**config.mk**
```make
export PLATFORM = sky130hd
export DESIGN_NAME = sld_driver
export DESIGN_NICKNAME = d
export VERILOG_FILES = /design/src/rtl/sld_pkg.sv /design/src/rtl/sld_driver.sv
export SDC_FILE = /design/constraint.sdc
export NUM_CORES = 1
export LEC_CHECK = 0
export BUFFER_PORTS_ARGS = -buffer_cell sky130_fd_sc_hd__clkbuf_2
export CAP_MARGIN = 15
export CORE_MARGIN = 8
export CORE_UTILIZATION = 45
export CTS_CLUSTER_DIAMETER = 40
export DETAILED_ROUTE_END_ITERATION = 10
export PLACE_DENSITY_LB_ADDON = 0.1
export SETUP_SLACK_MARGIN = 0.3
export SYNTH_ARGS = -nofsm -noshare
export SYNTH_HDL_FRONTEND = slang
export SYNTH_SLANG_ARGS = --single-unit
export TNS_END_PERCENT = 5
```
**constraint.sdc**
```tcl
create_clock -name clk_sys -period 2.74 [get_ports clk_sys]
set_input_delay 0.411 -clock clk_sys [delete_from_list [all_inputs] [get_ports clk_sys]]
set_output_delay 0.411 -clock clk_sys [all_outputs]
set_load 0.01 [all_outputs]
```
**src/rtl/sld_pkg.sv**
```systemverilog
// Package with register map, field layouts and types of the segment driver
package sld_pkg;
  localparam int          ADDR_W       = 6;
  localparam logic [5:0]  ADR_CTRL     = 6'h00;
  localparam logic [5:0]  ADR_PHASE    = 6'h01;
  localparam logic [5:0]  ADR_SEGEN    = 6'h04;
  localparam logic [5:0]  ADR_IRQ_STAT = 6'h08;
  localparam logic [5:0]  ADR_IRQ_MASK = 6'h09;
  localparam logic [5:0]  ADR_DATA     = 6'h10;
  // Control register fields
  localparam int          CTRL_EN      = 7;
  localparam int          CTRL_SLP     = 6;
  localparam int          CTRL_WRITE_FAIL_ERROR    = 5;
  localparam int          CTRL_CS_LO   = 2;
  localparam int          CTRL_MUX_LO  = 0;
  // Phase register fields
  localparam int          PH_WFT       = 7;
  localparam int          PH_BIAS      = 6;
  localparam int          PH_ACTIVE    = 5;
  localparam int          PH_WA        = 4;
  localparam int          PH_LP_LO     = 0;
  // Interrupt status bits
  localparam int          IRQ_WRITE_FAIL_ERROR     = 0;
  localparam int          IRQ_FRAME    = 1;
  // Reset values, clock source codes and system clock divider end count
  localparam logic [1:0]  MUX_RST      = 2'h3;
  localparam logic [3:0]  LP_RST       = 4'h3;
  localparam logic [1:0]  CS_FOSC      = 2'h0;
  localparam logic [1:0]  CS_SEC       = 2'h1;
  localparam logic [7:0]  FOSC_DIV_MAX = 8'hff;
  // Drive level codes, V0 lowest, V3 highest, then bias kind codes
  localparam logic [1:0]  LV0          = 2'h0;
  localparam logic [1:0]  LV1          = 2'h1;
  localparam logic [1:0]  LV2          = 2'h2;
  localparam logic [1:0]  LV3          = 2'h3;
  localparam logic [1:0]  BIAS_STATIC  = 2'h0;
  localparam logic [1:0]  BIAS_HALF    = 2'h1;
  localparam logic [1:0]  BIAS_THIRD   = 2'h2;

  typedef enum logic [1:0] {
    SLD_IDLE = 2'b00,
    SLD_RUN  = 2'b01,
    SLD_HALT = 2'b11
  } sld_st_t;

  typedef struct packed {
    logic [5:0] addr;
    logic [7:0] wdata;
    logic       wr;
    logic       rd;
  } sld_bus_req_t;

  typedef struct packed {
    logic [3:0][1:0] lvl;
    logic [3:0]      oe;
  } sld_com_t;

  typedef struct packed {
    logic [23:0][1:0] lvl;
    logic [23:0]      oe;
  } sld_seg_t;

  typedef struct packed {
    sld_st_t          st;
    logic             en;
    logic             slp;
    logic             write_fail_error;
    logic [1:0]       cs;
    logic [1:0]       mux;
    logic             waveform_type;
    logic             bias;
    logic [3:0]       lp;
    logic [23:0]      seg_en;
    logic [3:0][23:0] pix;
    logic [7:0]       div256;
    logic [3:0]       pcnt;
    logic [1:0]       com_idx;
    logic             pol;
    logic [1:0]       irq_stat;
    logic [1:0]       irq_mask;
    logic             irq;
    logic [7:0]       rdata;
    sld_com_t         common_line;
    sld_seg_t         segment_line;
  } sld_state_t;
endpackage
```
**src/rtl/sld_driver.sv**
```systemverilog
// Segment display driver: registers, clock select, prescaler, drive timing
`timescale 1ns/1ps
// Overview of operation
// - Drives up to four commons and 24 segments; 16-segment variant too.
// - Driver runs only while display_driver_enable (control bit 7) is one.
// - sleep_halt_select (bit 6) one halts the driver during sleep.
// - Pixel write while write_allowed_flag is zero sets write_fail_error.
// - Clock source: 00 system clock/256, 01 secondary oscillator, 1x LF osc.
// - common_count_select picks 1..4 commons; resets to four commons.
// - Two or three commons: bias bit one gives half, zero third.
// - waveform_type one inverts per frame, zero within each common period.
// - Phase bit 5 reads one while the driver is active.
// - Phase bit 4 reads one while pixel writes are permitted.
// - prescale_select divides the selected clock by value plus one.
// - A pixel bit of one drives dark, zero leaves clear.
// - Pixel register 3*common+group holds that common's segments.
// - Segment enable registers 0..2 enable segments 7..0, 15..8, 23..16.
// - On 16 segments, segment 15 is lost in four-common mode.
module sld_driver #(
  parameter int NUM_SEG = 24
) (
  input  wire logic                 clk_sys,
  input  wire logic                 arst_n,
  input  wire sld_pkg::sld_bus_req_t bus_req,
  output logic [7:0]                rd_data,
  input  wire logic                 sleep_mode,
  input  wire logic                 sec_osc_tick,
  input  wire logic                 lf_osc_tick,
  output sld_pkg::sld_com_t         com_drive,
  output sld_pkg::sld_seg_t         seg_drive,
  output logic                      irq
);
  import sld_pkg::*;

  localparam int NGRP = NUM_SEG / 8;

  sld_state_t s;
  sld_state_t next_s;

  // Common drive level for a selected or idle common
  function automatic logic [1:0] com_level(input logic [1:0] kind,
                                           input logic       sel,
                                           input logic       pol);
    logic [1:0] v;
    v = pol ? LV0 : LV3;
    if (!sel) begin
      if (kind == BIAS_THIRD) begin
        v = pol ? LV2 : LV1;
      end else begin
        v = LV1;
      end
    end
    return v;
  endfunction

  // Segment drive level; dark opposes the selected common
  function automatic logic [1:0] seg_level(input logic [1:0] kind,
                                           input logic       dark,
                                           input logic       pol);
    logic [1:0] v;
    v = pol ? LV3 : LV0;
    if (!dark) begin
      if (kind == BIAS_THIRD) begin
        v = pol ? LV1 : LV2;
      end else begin
        v = pol ? LV0 : LV3;
      end
    end
    return v;
  endfunction

  logic       src_tick;
  logic       step;
  logic       last_com;
  logic       frame_end;
  logic       wa;
  logic       halt_req;
  logic [1:0] bias_kind;
  logic       data_wr;

  always_comb begin
    // Selected clock source, then the prescaler
    case (s.cs)
      CS_FOSC: src_tick = (s.div256 == FOSC_DIV_MAX);
      CS_SEC:  src_tick = sec_osc_tick;
      default: src_tick = lf_osc_tick;
    endcase
    step      = (s.st == SLD_RUN) && src_tick && (s.pcnt == s.lp);
    last_com  = (s.com_idx == s.mux);
    frame_end = last_com && (s.waveform_type || s.pol);
    // Pixels are frozen in the last phase of a frame
    wa        = (s.st != SLD_RUN) || !frame_end;
    halt_req  = sleep_mode && s.slp;
    if (s.mux == 2'h0) begin
      bias_kind = BIAS_STATIC;
    end else if (s.bias && s.mux != 2'h3) begin
      bias_kind = BIAS_HALF;
    end else begin
      bias_kind = BIAS_THIRD;
    end
    data_wr = bus_req.wr && bus_req.addr >= ADR_DATA &&
              bus_req.addr < ADR_DATA + 6'(3 * 4);
  end

  always_comb begin
    next_s = s;
    // Driver state
    case (s.st)
      SLD_IDLE: begin
        if (s.en && !halt_req) begin
          next_s.st = SLD_RUN;
        end
      end
      SLD_RUN: begin
        if (!s.en) begin
          next_s.st = SLD_IDLE;
        end else if (halt_req) begin
          next_s.st = SLD_HALT;
        end
      end
      SLD_HALT: begin
        if (!s.en) begin
          next_s.st = SLD_IDLE;
        end else if (!halt_req) begin
          next_s.st = SLD_RUN;
        end
      end
      default: next_s.st = SLD_IDLE;
    endcase
    if (!s.en || halt_req) begin
      next_s.st = (!s.en) ? SLD_IDLE : SLD_HALT;
    end

    // Timebase
    next_s.div256 = s.div256 + 8'h01;
    if (s.st != SLD_RUN) begin
      next_s.pcnt    = 4'h0;
      next_s.com_idx = 2'h0;
      next_s.pol     = 1'b0;
    end else if (src_tick) begin
      next_s.pcnt = (s.pcnt == s.lp) ? 4'h0 : s.pcnt + 4'h1;
    end
    if (step) begin
      if (s.waveform_type) begin
        // Type-B: all commons in one polarity, flip at the frame edge
        next_s.com_idx = last_com ? 2'h0 : s.com_idx + 2'h1;
        next_s.pol     = last_com ? !s.pol : s.pol;
      end else begin
        // Type-A: both polarities inside each common period
        next_s.pol = !s.pol;
        if (s.pol) begin
          next_s.com_idx = last_com ? 2'h0 : s.com_idx + 2'h1;
        end
      end
    end

    // Register writes
    if (bus_req.wr) begin
      case (bus_req.addr)
        ADR_CTRL: begin
          next_s.en  = bus_req.wdata[CTRL_EN];
          next_s.slp = bus_req.wdata[CTRL_SLP];
          // Write-one has no effect; only software clears it
          if (!bus_req.wdata[CTRL_WRITE_FAIL_ERROR]) begin
            next_s.write_fail_error = 1'b0;
          end
          next_s.cs  = bus_req.wdata[CTRL_CS_LO +: 2];
          next_s.mux = bus_req.wdata[CTRL_MUX_LO +: 2];
        end
        ADR_PHASE: begin
          next_s.waveform_type  = bus_req.wdata[PH_WFT];
          next_s.bias = bus_req.wdata[PH_BIAS];
          next_s.lp   = bus_req.wdata[PH_LP_LO +: 4];
        end
        ADR_IRQ_MASK: next_s.irq_mask = bus_req.wdata[1:0];
        default: ;
      endcase
      for (int g = 0; g < NGRP; g++) begin
        if (bus_req.addr == ADR_SEGEN + 6'(g)) begin
          next_s.seg_en[g*8 +: 8] = bus_req.wdata;
        end
      end
      for (int c = 0; c < 4; c++) begin
        for (int g = 0; g < NGRP; g++) begin
          if (wa && bus_req.addr == ADR_DATA + 6'(3 * c + g)) begin
            next_s.pix[c][g*8 +: 8] = bus_req.wdata;
          end
        end
      end
    end

    // Read data and read-to-clear interrupt status
    next_s.rdata = 8'h00;
    if (bus_req.rd) begin
      case (bus_req.addr)
        ADR_CTRL:     next_s.rdata = {s.en, s.slp, s.write_fail_error, 1'b0, s.cs,
                                      s.mux};
        ADR_PHASE:    next_s.rdata = {s.waveform_type, s.bias, s.st == SLD_RUN,
                                      wa, s.lp};
        ADR_IRQ_STAT: begin
          next_s.rdata    = {6'h00, s.irq_stat};
          next_s.irq_stat = 2'h0;
        end
        ADR_IRQ_MASK: next_s.rdata = {6'h00, s.irq_mask};
        default: ;
      endcase
      for (int g = 0; g < NGRP; g++) begin
        if (bus_req.addr == ADR_SEGEN + 6'(g)) begin
          next_s.rdata = s.seg_en[g*8 +: 8];
        end
      end
      for (int c = 0; c < 4; c++) begin
        for (int g = 0; g < NGRP; g++) begin
          if (bus_req.addr == ADR_DATA + 6'(3 * c + g)) begin
            next_s.rdata = s.pix[c][g*8 +: 8];
          end
        end
      end
    end

    // Events win over a clear in the same cycle
    if (data_wr && !wa) begin
      next_s.write_fail_error               = 1'b1;
      next_s.irq_stat[IRQ_WRITE_FAIL_ERROR] = 1'b1;
    end
    if (step && frame_end) begin
      next_s.irq_stat[IRQ_FRAME] = 1'b1;
    end
    next_s.irq = |(next_s.irq_stat & next_s.irq_mask);

    // Panel drive, inactive whenever the driver is not running
    next_s.common_line = '0;
    next_s.segment_line = '0;
    if (s.st == SLD_RUN) begin
      for (int c = 0; c < 4; c++) begin
        if (2'(c) <= s.mux) begin
          next_s.common_line.oe[c]  = 1'b1;
          next_s.common_line.lvl[c] = com_level(bias_kind, 2'(c) == s.com_idx,
                                        s.pol);
        end
      end
      for (int k = 0; k < NUM_SEG; k++) begin
        next_s.segment_line.oe[k]  = s.seg_en[k];
        next_s.segment_line.lvl[k] = seg_level(bias_kind, s.pix[s.com_idx][k],
                                      s.pol);
      end
      if (NUM_SEG == 16 && s.mux == 2'h3) begin
        next_s.segment_line.oe[15]  = 1'b0;
        next_s.segment_line.lvl[15] = LV0;
      end
    end
  end

  always_ff @(posedge clk_sys or negedge arst_n) begin
    if (!arst_n) begin
      s     <= '0;
      s.st  <= SLD_IDLE;
      s.mux <= MUX_RST;
      s.lp  <= LP_RST;
    end else begin
      s <= next_s;
    end
  end

  assign rd_data   = s.rdata;
  assign com_drive = s.common_line;
  assign seg_drive = s.segment_line;
  assign irq       = s.irq;
endmodule

```
==> flow_summary.toml, run 1 <==
[critical_path]
crit_chain = "xor2_1 -> or4_1 -> nand3_2 -> nor2_4 -> mux2_2"
crit_required_ns = 3.12
r2r_setup_slack_ns = 0.33
path_class = "reg2reg"
critPathSlowestCell = "dfstp_2"
path_buf_inv = 0
path_max_fanout = 8
reg2reg_depth = 5
slowest_delay_ns = 0.59
reg2reg_to = "s[169]$_DFFE_PN0P_"
worstReg2RegStart = "s[239]$_DFFE_PN1P_"
critPathLaunchType = "flip-flop"
crit_arrival_ns = 2.79
cpLargestDelayFamily = "simple AND/OR/NAND/NOR gates"
endpoint_kind = "flip-flop"

[global_routing]
grt_overflow = 0
grt_max_degree = 87
grt_pass1_vias = 8577
grt_pass1_wl_mm = 54.2
grt_antenna_before_repair = 1
track_usage_pct = 21.3

[timing]
hold_violations = 0
clock_skew_ns = 0.0251
finalCriticalPeriod_ns = 2.41
setup_viol = 0
fmax_ghz = 0.414
fin_crit_sh_pct = 88.1
setup_slack_ns = 0.327
slew_headroom_pct = 52.0
timing.setup.tns_ns = 0
rsz0062_at_grt = "true"
final_max_slew_viol_count = 0
worstMarginPinSlew_ns = 0.720

[final_layout]
multiInputGateArea_um2 = 5200
diodes = 0
nNetsFinal = 1142
fillers = 2453
regArea_um2 = 6190
fin_area_um2 = 14300
areaGrowthSynthToFinish_pct = 14.8
drive_gt1_share_pct = 37.1

[logic_synthesis]
synthArstFlopShare_pct = 100
synth_top_area_share_pct = 48.8
synth_edf_count = 0
ys.flop_type = "dfrtp_1"
seq_area_frac_synth_pct = 49.6
netlist_area_um2 = 12500
synth_area_leader_cell = "dfrtp_1"
syn-num-nets = 1100
synth_commonest_cells = "243 x dfrtp_1, 133 x mux2_2, 95 x buf_4, 77 x nor2_1, 55 x a211oi_1"
synth_cells = 1069
yosysMostFrequentCell = "dfrtp_1"
ys_top_cells_by_area = "dfrtp_1 49%, mux2_2 12%, buf_4 5.7%, mux4_2 4.5%, a211oi_1 3.3%"
yosys_warnings = 0
postSynthAreaPerCell_um2 = 11.7
ys_types = 72
ys_ff_latch = 247

[cts]
cts.clk_slew.worst_paths_ns = 0.06
cts_buffers = 39
worst_skew_pair.late_latency_ns = 0.52
cts_tree = "yes"
htreeDepth = 2
clockBufferDepth = 3
root_buffer = "clkbuf_16"
cts_setup_buffers = 0
cts.sinks = 247

[floorplan]
die_y_um = 182
rows = 61
pin_count = 114
fp.dieW_um = 182
initial_core_util_pct = 45.2
core_um2 = 27600
die_area_um2 = 33300

[placed_design]
pre_cts_slack_ns = 0.298
routabilityCongestion = 0.896
portBuffers = 113
place_area_um2 = 12900
dp.final_hpwl_mm = 24.6

[routing]
first_pass_iters = 5
ant_nets = 0
wire_per_inst_um = 23.3
wl_mm = 35.4
vias_per_cell = 5.62
vias = 8519
drt_iter0_drc = 791
drcViolationCount = 0

[power_and_ir_drop]
p_per_area_nw_per_um2 = 760
p_switching_mw = 2.88
ir_drop_v = 0.000465
internal-power_mw = 7.99
clkPwrFrac_pct = 46.6
fin_total_pwr_mw = 10.9
power.leakage_nw = 6.69
combPwrFrac_pct = 13.4
p_seq_share_pct = 40.0
p_sw_share_pct = 26.5

[min_path]
min_to = "s[246]$_DFFE_PN0P_"
hp-class = "in2reg"
whs_path_depth = 3
hold_path.startpoint = "sleep_mode"

[run]
cap_violations = 0

[status]
outcome = "finished, final reports clean"
==> tightest hold or removal path: stages <==
cell      delay, ns
clkbuf_2       0.10
nand2_1        0.08
nor2_1         0.04
==> what timing repair did <==
| action | 4_1_cts | 5_1_grt |
|---|---|---|
| gates resized for setup | 0 | 1 |
| endpoints found under the hold margin | 76 | 0 |
| hold buffers | 1 | 0 |
| endpoints found under the setup margin | 0 | 9 |
==> state kept, by name, indices dropped and copies added (netlist names) <==
name       cells
rd_data        8
irq            1
com_drive     12
s            154
seg_drive     72
==> worst max path at each step <==
stage               cells past startpoint  slack (ns)                   end                from
CTS                                     5        0.33    s[155]$_DFFE_PN0P_  s[239]$_DFFE_PN1P_
detailed placement                      6        0.30  rd_data[2]$_DFF_PN0_         bus_req[13]
floorplan                               7        0.67    s[155]$_DFFE_PN0P_  s[238]$_DFFE_PN1P_
global placement                        6        0.24    s[242]$_DFFE_PN0P_         bus_req[10]
global route                            5        0.27    s[166]$_DFFE_PN0P_  s[239]$_DFFE_PN1P_
finish                                  5        0.33    s[169]$_DFFE_PN0P_  s[239]$_DFFE_PN1P_
==> power groups by stage <==
stage	Combinational [mW]	Clock [mW]	Sequential [mW]
final	1.46	5.06	4.35
after global routing	1.60	5.32	4.39
after CTS	1.47	5.16	4.35
after detailed placement	1.46	0	4.41
after global placement	1.43	0	4.41
after floorplan	1.12	0	4.27
==> cell usage in the layout (no fill, tap or decap), types with 7 or more instances in the layout <==
cell	n
a211oi_1	55
a21o_1	7
a21oi_1	41
and2_1	23
buf_4	46
clkbuf_16	41
clkbuf_2	112
dfrtp_1	242
ha_1	10
inv_1	18
mux2_1	8
mux2_2	133
mux2i_1	17
mux4_2	25
nand2_1	33
nand2b_1	7
nand3_1	25
nor2_1	77
nor2_4	12
o211ai_1	9
o21ai_0	39
o22ai_1	8
xor2_1	10
==> area by class of cell <==
| type | instances | area share, % |
|---|---|---|
| multi-input cells | 640 | 36.4 |
| flip-flops and latches | 247 | 43.3 |
| repair buffers | 164 | 7.07 |
| well taps | 378 | 3.31 |
| clock buffers | 49 | 7.66 |
| inverters | 19 | 0.499 |
| clock inverters | 20 | 1.83 |
==> stage by stage <==
| stage | util, % | hold WS (ns) | cells |
|---|---|---|---|
| 2_1_floorplan | - | 0.115 | 1069 |
| 3_3_place_gp | 46.9 | 0.439 | 1447 |
| 3_5_place_dp | 46.9 | 0.449 | 1447 |
| 4_1_cts | 51.9 | 0.165 | 1517 |
| 5_1_grt | 51.9 | 0.180 | 1517 |
| 6_report | 51.9 | 0.170 | 1517 |
==> layer usage <==
metal	GRT usage, %	part of all wire, %	wire [um]	vias to the layer above
met1	29.0	44	15600	4257
met5	0	0.037	13	-
met3	5.35	7.8	2750	71
met2	32.7	45	15900	350
li1	-	-	-	3839
met4	7.08	3.1	1100	2
==> kinds of logic (layout without fill, tap and decap cells) <==
family / Yosys count / count (layout) / synth area share (%)
buf+inv: 182 / 252 / 8.65
compound gates: 198 / 198 / 10.5
simple gates: 234 / 234 / 10.6
flops: 247 / 247 / 49.6
xor+xnor: 15 / 15 / 1.05
mux: 183 / 183 / 18.6
fa+ha+maj: 10 / 10 / 1.00
No activity file was read; power rests on OpenSTA's default activity.
==> inputs of run 2 (changes only) <==
--- a/config.mk
+++ b/config.mk
@@ -13,6 +13,7 @@
 export DETAILED_ROUTE_END_ITERATION = 10
 export PLACE_DENSITY_LB_ADDON = 0.1
 export SETUP_SLACK_MARGIN = 0.3
+export SLEW_MARGIN = 20
 export SYNTH_ARGS = -nofsm -noshare
 export SYNTH_HDL_FRONTEND = slang
 export SYNTH_SLANG_ARGS = --single-unit
==> constraint.sdc (replaced) <==
create_clock -name clk_sys -period 2.74 [get_ports clk_sys]
set_input_delay 0.137 -clock clk_sys [delete_from_list [all_inputs] [get_ports clk_sys]]
set_output_delay 0.137 -clock clk_sys [all_outputs]
set_load 0.01 [all_outputs]
==> run 2 against run 1 <==
Clock skew fell by 0.0084 ns. Clock power fell by 4.3%. Die area did not move. Highest routed layer is now met4. First-iteration DRC count rose by 7.8%.
==> flow_summary.toml, run 2 (same netlist as run 1, synthesis figures left out) <==
[status]
outcome = "finished, final reports clean"

[cts]
cts_buffers = 39
cts_setup_buffers = 0
clockBufferDepth = 3
htreeDepth = 2
cts.sinks = 247
worst_skew_pair.late_latency_ns = 0.52
cts_tree = "yes"
root_buffer = "clkbuf_16"
cts.clk_slew.worst_paths_ns = 0.05

[timing]
fmax_ghz = 0.443
finalCriticalPeriod_ns = 2.26
setup_viol = 0
hold_violations = 0
fin_crit_sh_pct = 82.5
worstMarginPinSlew_ns = 0.686
slew_headroom_pct = 53.8
clock_skew_ns = 0.0167
final_max_slew_viol_count = 0
rsz0062_at_grt = "false"
timing.setup.tns_ns = 0

[final_layout]
areaGrowthSynthToFinish_pct = 13.5
largest_reg_flops = 154
nNetsFinal = 1127
drive_gt1_share_pct = 36.3
regMostFlops = "s"
final_common_cell = "dfrtp_1"
fillers = 2462
diodes = 0
mostFrequentLayoutCells = "242 x dfrtp_1, 133 x mux2_2, 112 x clkbuf_2, 77 x nor2_1, 55 x a211oi_1"

[global_routing]
grt_antenna_before_repair = 0
track_usage_pct = 21.4
grt_overflow = 0
grt_pass1_vias = 8841
grt_pass1_wl_mm = 54.9
grt_max_degree = 85

[floorplan]
rows = 61
initial_core_util_pct = 45.2
fp.dieW_um = 182
core_um2 = 27600
die_area_um2 = 33300
die_y_um = 182
pin_count = 114

[min_path]
min_to = "rd_data[2]$_DFF_PN0_"
hp-class = "in2reg"
whs_path_depth = 3
hold_path.startpoint = "bus_req[0]"

[routing]
wl_mm = 35.1
wirelength_met1_mm = 15.2
highest_layer = "met4"
drcViolationCount = 0
met3_length_mm = 2.38
ant_nets = 0
drt_iter0_drc = 853
met2_length_mm = 16.2
wire_per_inst_um = 23.4
vias = 8513
vias_per_cell = 5.67
first_pass_iters = 5

[power_and_ir_drop]
p_seq_share_pct = 40.9
power.leakage_nw = 6.59
combPwrFrac_pct = 13.5
ir_drop_v = 0.000460
fin_total_pwr_mw = 10.6
clkPwrFrac_pct = 45.6
p_per_area_nw_per_um2 = 752
p_switching_mw = 2.89
p_sw_share_pct = 27.2
internal-power_mw = 7.74

[critical_path]
crit_arrival_ns = 2.65
slowest_delay_ns = 0.59
crit_required_ns = 3.13
r2r_setup_slack_ns = 0.48
path_class = "reg2reg"
endpoint_kind = "flip-flop"
reg2reg_to = "s[167]$_DFFE_PN0P_"
critPathSlowestCell = "dfstp_2"
crit_chain = "xor2_1 -> or4_4 -> nand3_2 -> nor2_4 -> mux2_2"
reg2reg_depth = 5
worstReg2RegStart = "s[239]$_DFFE_PN1P_"
critPathLaunchType = "flip-flop"
path_max_fanout = 8

[placed_design]
dp.final_hpwl_mm = 24.1
routabilityCongestion = 0.887
portBuffers = 113

[run]
cap_violations = 0
-- run 2: cell type report --
cell class                      instances  area, um2  area share (%)
Sequential cell                       247       6190            43.8
Multi-Input combinational cell        640       5210            36.8
Clock buffer                           48       1070            7.57
Timing Repair Buffer                  149        901            6.37
Tap cell                              378        473            3.34
Clock inverter                         21        228            1.61
Inverter                               19       71.3           0.504
-- run 2: power groups by stage --
stage | Clock (mW) | Sequential, mW | Combinational (mW)
floorplan | 0 | 4.27 | 1.12
global placement | 0 | 4.40 | 1.42
detailed placement | 0 | 4.40 | 1.44
CTS | 4.93 | 4.34 | 1.45
global route | 5.10 | 4.39 | 1.59
finish | 4.84 | 4.35 | 1.44
-- run 2: critical path: cells and delay by family (launching register included) --
kind	cells	cell delay, ns
xor+xnor	1	0.29
mux	1	0.38
flops	1	0.59
simple gates	3	0.87
-- run 2: layer usage --
layer | vias up | global-route usage (%)
met5 | - | 0
met2 | 334 | 33.5
li1 | 3815 | -
met1 | 4286 | 28.7
met3 | 78 | 4.18
met4 | 0 | 9.22
-- run 2: worst max path at each step --
| stage | startpoint | end | slack [ns] | depth (start not counted) |
|---|---|---|---|---|
| floorplan | s[238]$_DFFE_PN1P_ | s[155]$_DFFE_PN0P_ | 0.67 | 7 |
| global placement | s[239]$_DFFE_PN1P_ | s[165]$_DFFE_PN0P_ | 0.37 | 5 |
| detailed placement | s[239]$_DFFE_PN1P_ | s[161]$_DFFE_PN0P_ | 0.29 | 5 |
| CTS | s[104]$_DFF_PN0_ | irq$_DFF_PN0_ | 0.48 | 6 |
| global route | s[239]$_DFFE_PN1P_ | s[190]$_DFFE_PN0P_ | 0.39 | 5 |
| finish | s[239]$_DFFE_PN1P_ | s[167]$_DFFE_PN0P_ | 0.48 | 5 |
-- run 2: timing repair --
action	4_1_cts	5_1_grt
hold buffers	2	0
gates resized for setup	1	1
setup endpoints to repair	9	1
endpoints found under the hold margin	82	0
-- run 2: per-stage QoR --
| stage | setup slack (ns) | std cells | cell area [um2] | util [%] | hold WS, ns |
|---|---|---|---|---|---|
| floorplan | 0.671 | 1069 | 12500 | - | -0.159 |
| global placement | 0.371 | 1431 | 12800 | 46.5 | 0.189 |
| detailed placement | 0.293 | 1431 | 12800 | 46.5 | 0.194 |
| CTS | 0.479 | 1502 | 14100 | 51.3 | 0.0954 |
| global route | 0.389 | 1502 | 14100 | 51.3 | 0.114 |
| finish | 0.480 | 1502 | 14100 | 51.3 | 0.120 |
==> inputs of run 3 (changes only) <==
--- a/config.mk
+++ b/config.mk
@@ -5,6 +5,7 @@
 export SDC_FILE = /design/constraint.sdc
 export NUM_CORES = 1
 export LEC_CHECK = 0
+export ABC_AREA = 1
 export BUFFER_PORTS_ARGS = -buffer_cell sky130_fd_sc_hd__clkbuf_2
 export CAP_MARGIN = 15
 export CORE_MARGIN = 8
==> constraint.sdc (replaced) <==
create_clock -name clk_sys -period 2.3 [get_ports clk_sys]
set_input_delay 0.115 -clock clk_sys [delete_from_list [all_inputs] [get_ports clk_sys]]
set_output_delay 0.115 -clock clk_sys [all_outputs]
set_load 0.01 [all_outputs]
==> run 3 against run 2 <==
Non-clock buffer count rose by 13. Global-route usage rose by 0.26 points. Worst hold slack got worse by 0.065 ns. Power rose by 20%. Critical path type unchanged. Largest power group unchanged.
==> flow_summary.toml, run 3 <==
[status]
outcome = "finished, final reports clean"

[floorplan]
core_um2 = 25900
die_area_um2 = 31700
initial_core_util_pct = 45.6
die_y_um = 178
fp.dieW_um = 178
pin_count = 114
rows = 59

[global_routing]
grt_max_degree = 79
grt_pass1_wl_mm = 53.6
grt_overflow = 0
grt_antenna_before_repair = 0
track_usage_pct = 21.7
grt_pass1_vias = 9124

[logic_synthesis]
seq_area_frac_synth_pct = 52.3
synth_commonest_cells = "320 x nand2_1, 243 x dfrtp_1, 189 x nor2_1, 143 x o21ai_0, 101 x inv_1"
yosysMostFrequentCell = "nand2_1"
yosys_warnings = 0
ys.flop_type = "dfrtp_1"
synth_edf_count = 0
ys_types = 37
syn-num-nets = 1460
synth_area_leader_cell = "dfrtp_1"
synthArstFlopShare_pct = 100
ys_top_cells_by_area = "dfrtp_1 51%, nand2_1 10%, buf_4 6.2%, o21ai_0 6.1%, nor2_1 6.0%"
ys_ff_latch = 247
synth_top_area_share_pct = 51.4
postSynthAreaPerCell_um2 = 8.28
synth_cells = 1429
netlist_area_um2 = 11800

[critical_path]
crit_arrival_ns = 2.38
path_buf_inv = 4
crit_required_ns = 2.70
critPathSlowestCell = "dfrtp_1"
endpoint_kind = "flip-flop"
path_max_fanout = 38
slowest_delay_ns = 0.43
path_class = "reg2reg"
cpLargestDelayFamily = "buffers and inverters"
crit_chain = "buf_4 -> inv_1 -> buf_12 -> o21ai_0 -> o21ai_0 -> buf_4 -> nand2_1 -> nand2_1 -> nor2_1"
critPathLaunchType = "flip-flop"

[final_layout]
regArea_um2 = 6190
nNetsFinal = 1510
mostFrequentLayoutCells = "318 x nand2_1, 243 x dfrtp_1, 187 x nor2_1, 140 x o21ai_0, 112 x clkbuf_2"
final_common_cell = "nand2_1"
diodes = 0
fillers = 2461
regMostFlops = "s"
areaGrowthSynthToFinish_pct = 15.5
fin_area_um2 = 13700
drive_gt1_share_pct = 19.2
multiInputGateArea_um2 = 4290
largest_reg_flops = 154

[power_and_ir_drop]
internal-power_mw = 9.01
p_seq_share_pct = 40.7
p_sw_share_pct = 29.5
p_switching_mw = 3.77
p_per_area_nw_per_um2 = 936
power.leakage_nw = 6.68
ir_drop_v = 0.000611
clkPwrFrac_pct = 46.1
combPwrFrac_pct = 13.2

[cts]
cts.sinks = 247
worst_skew_pair.late_latency_ns = 0.52
cts_tree = "yes"
root_buffer = "clkbuf_16"
cts_buffers = 38
clockBufferDepth = 3
cts.clk_slew.worst_paths_ns = 0.06
htreeDepth = 2

[timing]
clock_skew_ns = 0.0151
fin_crit_sh_pct = 86.0
final_max_slew_viol_count = 0
setup_viol = 0
worstMarginPinSlew_ns = 0.851
hold_violations = 0
rsz0062_at_grt = "true"
fmax_ghz = 0.506
finalCriticalPeriod_ns = 1.98
slew_headroom_pct = 43.2
timing.setup.tns_ns = 0

[placed_design]
dp.final_hpwl_mm = 24.1
place_area_um2 = 12200
portBuffers = 113
routabilityCongestion = 0.907

[routing]
first_pass_iters = 6
drt_iter0_drc = 1067
vias = 9458
ant_nets = 0
wl_mm = 33.8
vias_per_cell = 5.13
wire_per_inst_um = 18.3
drcViolationCount = 0

[run]
cap_violations = 0

[min_path]
hp-class = "in2reg"
## run 3: cell types whose count changed after synthesis, sizes merged, moves of 9 or more
cell    change
nor2      +117
a21oi      +21
nand4      +24
buf        -10
and2       -23
o211ai      -9
nand2     +300
a211oi     -55
mux2i      -17
nand3       -9
mux4       -25
inv        +96
o21ai     +181
mux2      -141
## run 3: final timing paths
path                                   from                 endpoint  slack [ns]  cells after the start
max                         s[99]$_DFF_PN0_  seg_drive[54]$_DFF_PN0_        0.32                      9
min                             lf_osc_tick       s[103]$_DFFE_PN0P_        0.06                      6
max reg2reg                 s[99]$_DFF_PN0_  seg_drive[54]$_DFF_PN0_        0.32                      9
min reg2reg                s[111]$_DFF_PN0_         s[111]$_DFF_PN0_        0.48                      1
max in group asynchronous            arst_n  seg_drive[68]$_DFF_PN0_        1.41                      3
min in group asynchronous            arst_n         s[107]$_DFF_PN0_        0.18                      2
## run 3: worst register-to-register path: stages, from the launching register on
cell and delay [ns]:
dfrtp_1 0.43, buf_4 0.20, inv_1 0.16, buf_12 0.23, o21ai_0 0.12, o21ai_0 0.34
buf_4 0.21, nand2_1 0.05, nand2_1 0.08, nor2_1 0.05
## run 3: cell families after synthesis
kind of cell	share of synthesized area (%)
simple gates	21.1
compound gates	12.8
buf+inv	11.8
flops	52.3
xor+xnor	0.889
fa+ha+maj	1.06
## run 3: area by class of cell
class | instances | share of cell area (%)
repair buffers | 162 | 7.44
clock buffers | 41 | 7.28
well taps | 335 | 3.07
multi-input cells | 915 | 31.4
clock inverters | 27 | 2.36
inverters | 115 | 3.16
flip-flops and latches | 247 | 45.3
## run 3: power groups by stage
stage / combinational (mW) / clock, mW / sequential, mW
3_5_place_dp: 1.67 / 0 / 5.25
5_1_grt: 1.93 / 6.18 / 5.25
2_1_floorplan: 1.23 / 0 / 5.11
3_3_place_gp: 1.64 / 0 / 5.25
4_1_cts: 1.68 / 5.98 / 5.18
6_report: 1.69 / 5.89 / 5.20
## run 3: routing by layer
| metal | up-vias | global-route usage, % | part of all wire (%) | wire (um) |
|---|---|---|---|---|
| li1 | 4590 | - | - | - |
| met1 | 4493 | 31.9 | 47 | 15900 |
| met2 | 322 | 31.6 | 43 | 14400 |
| met4 | 0 | 5.52 | 1.8 | 604 |
| met3 | 53 | 5.10 | 8.4 | 2850 |
| met5 | - | 0 | 0 | 0 |
## run 3: repair_timing
item | CTS | global route
hold endpoints to repair | 76 | 0
hold buffers | 4 | 0
resized for setup | 3 | 10
endpoints found under the setup margin | 5 | 142
setup buffers | 2 | 5
pin swaps | 3 | 6
## run 3: per-stage QoR
step / total power, mW / util, % / hold WS, ns / setup WS, ns / instances
finish: 12.8 / 52.7 / 0.0554 / 0.322 / 1842
global route: 13.4 / 52.7 / 0.0452 / 0.153 / 1842
CTS: 12.8 / 52.4 / 0.0420 / 0.270 / 1837
floorplan: 6.34 / - / -0.181 / 0.491 / 1429
global placement: 6.89 / 47.1 / 0.153 / 0.240 / 1763
detailed placement: 6.92 / 47.1 / 0.149 / 0.256 / 1763
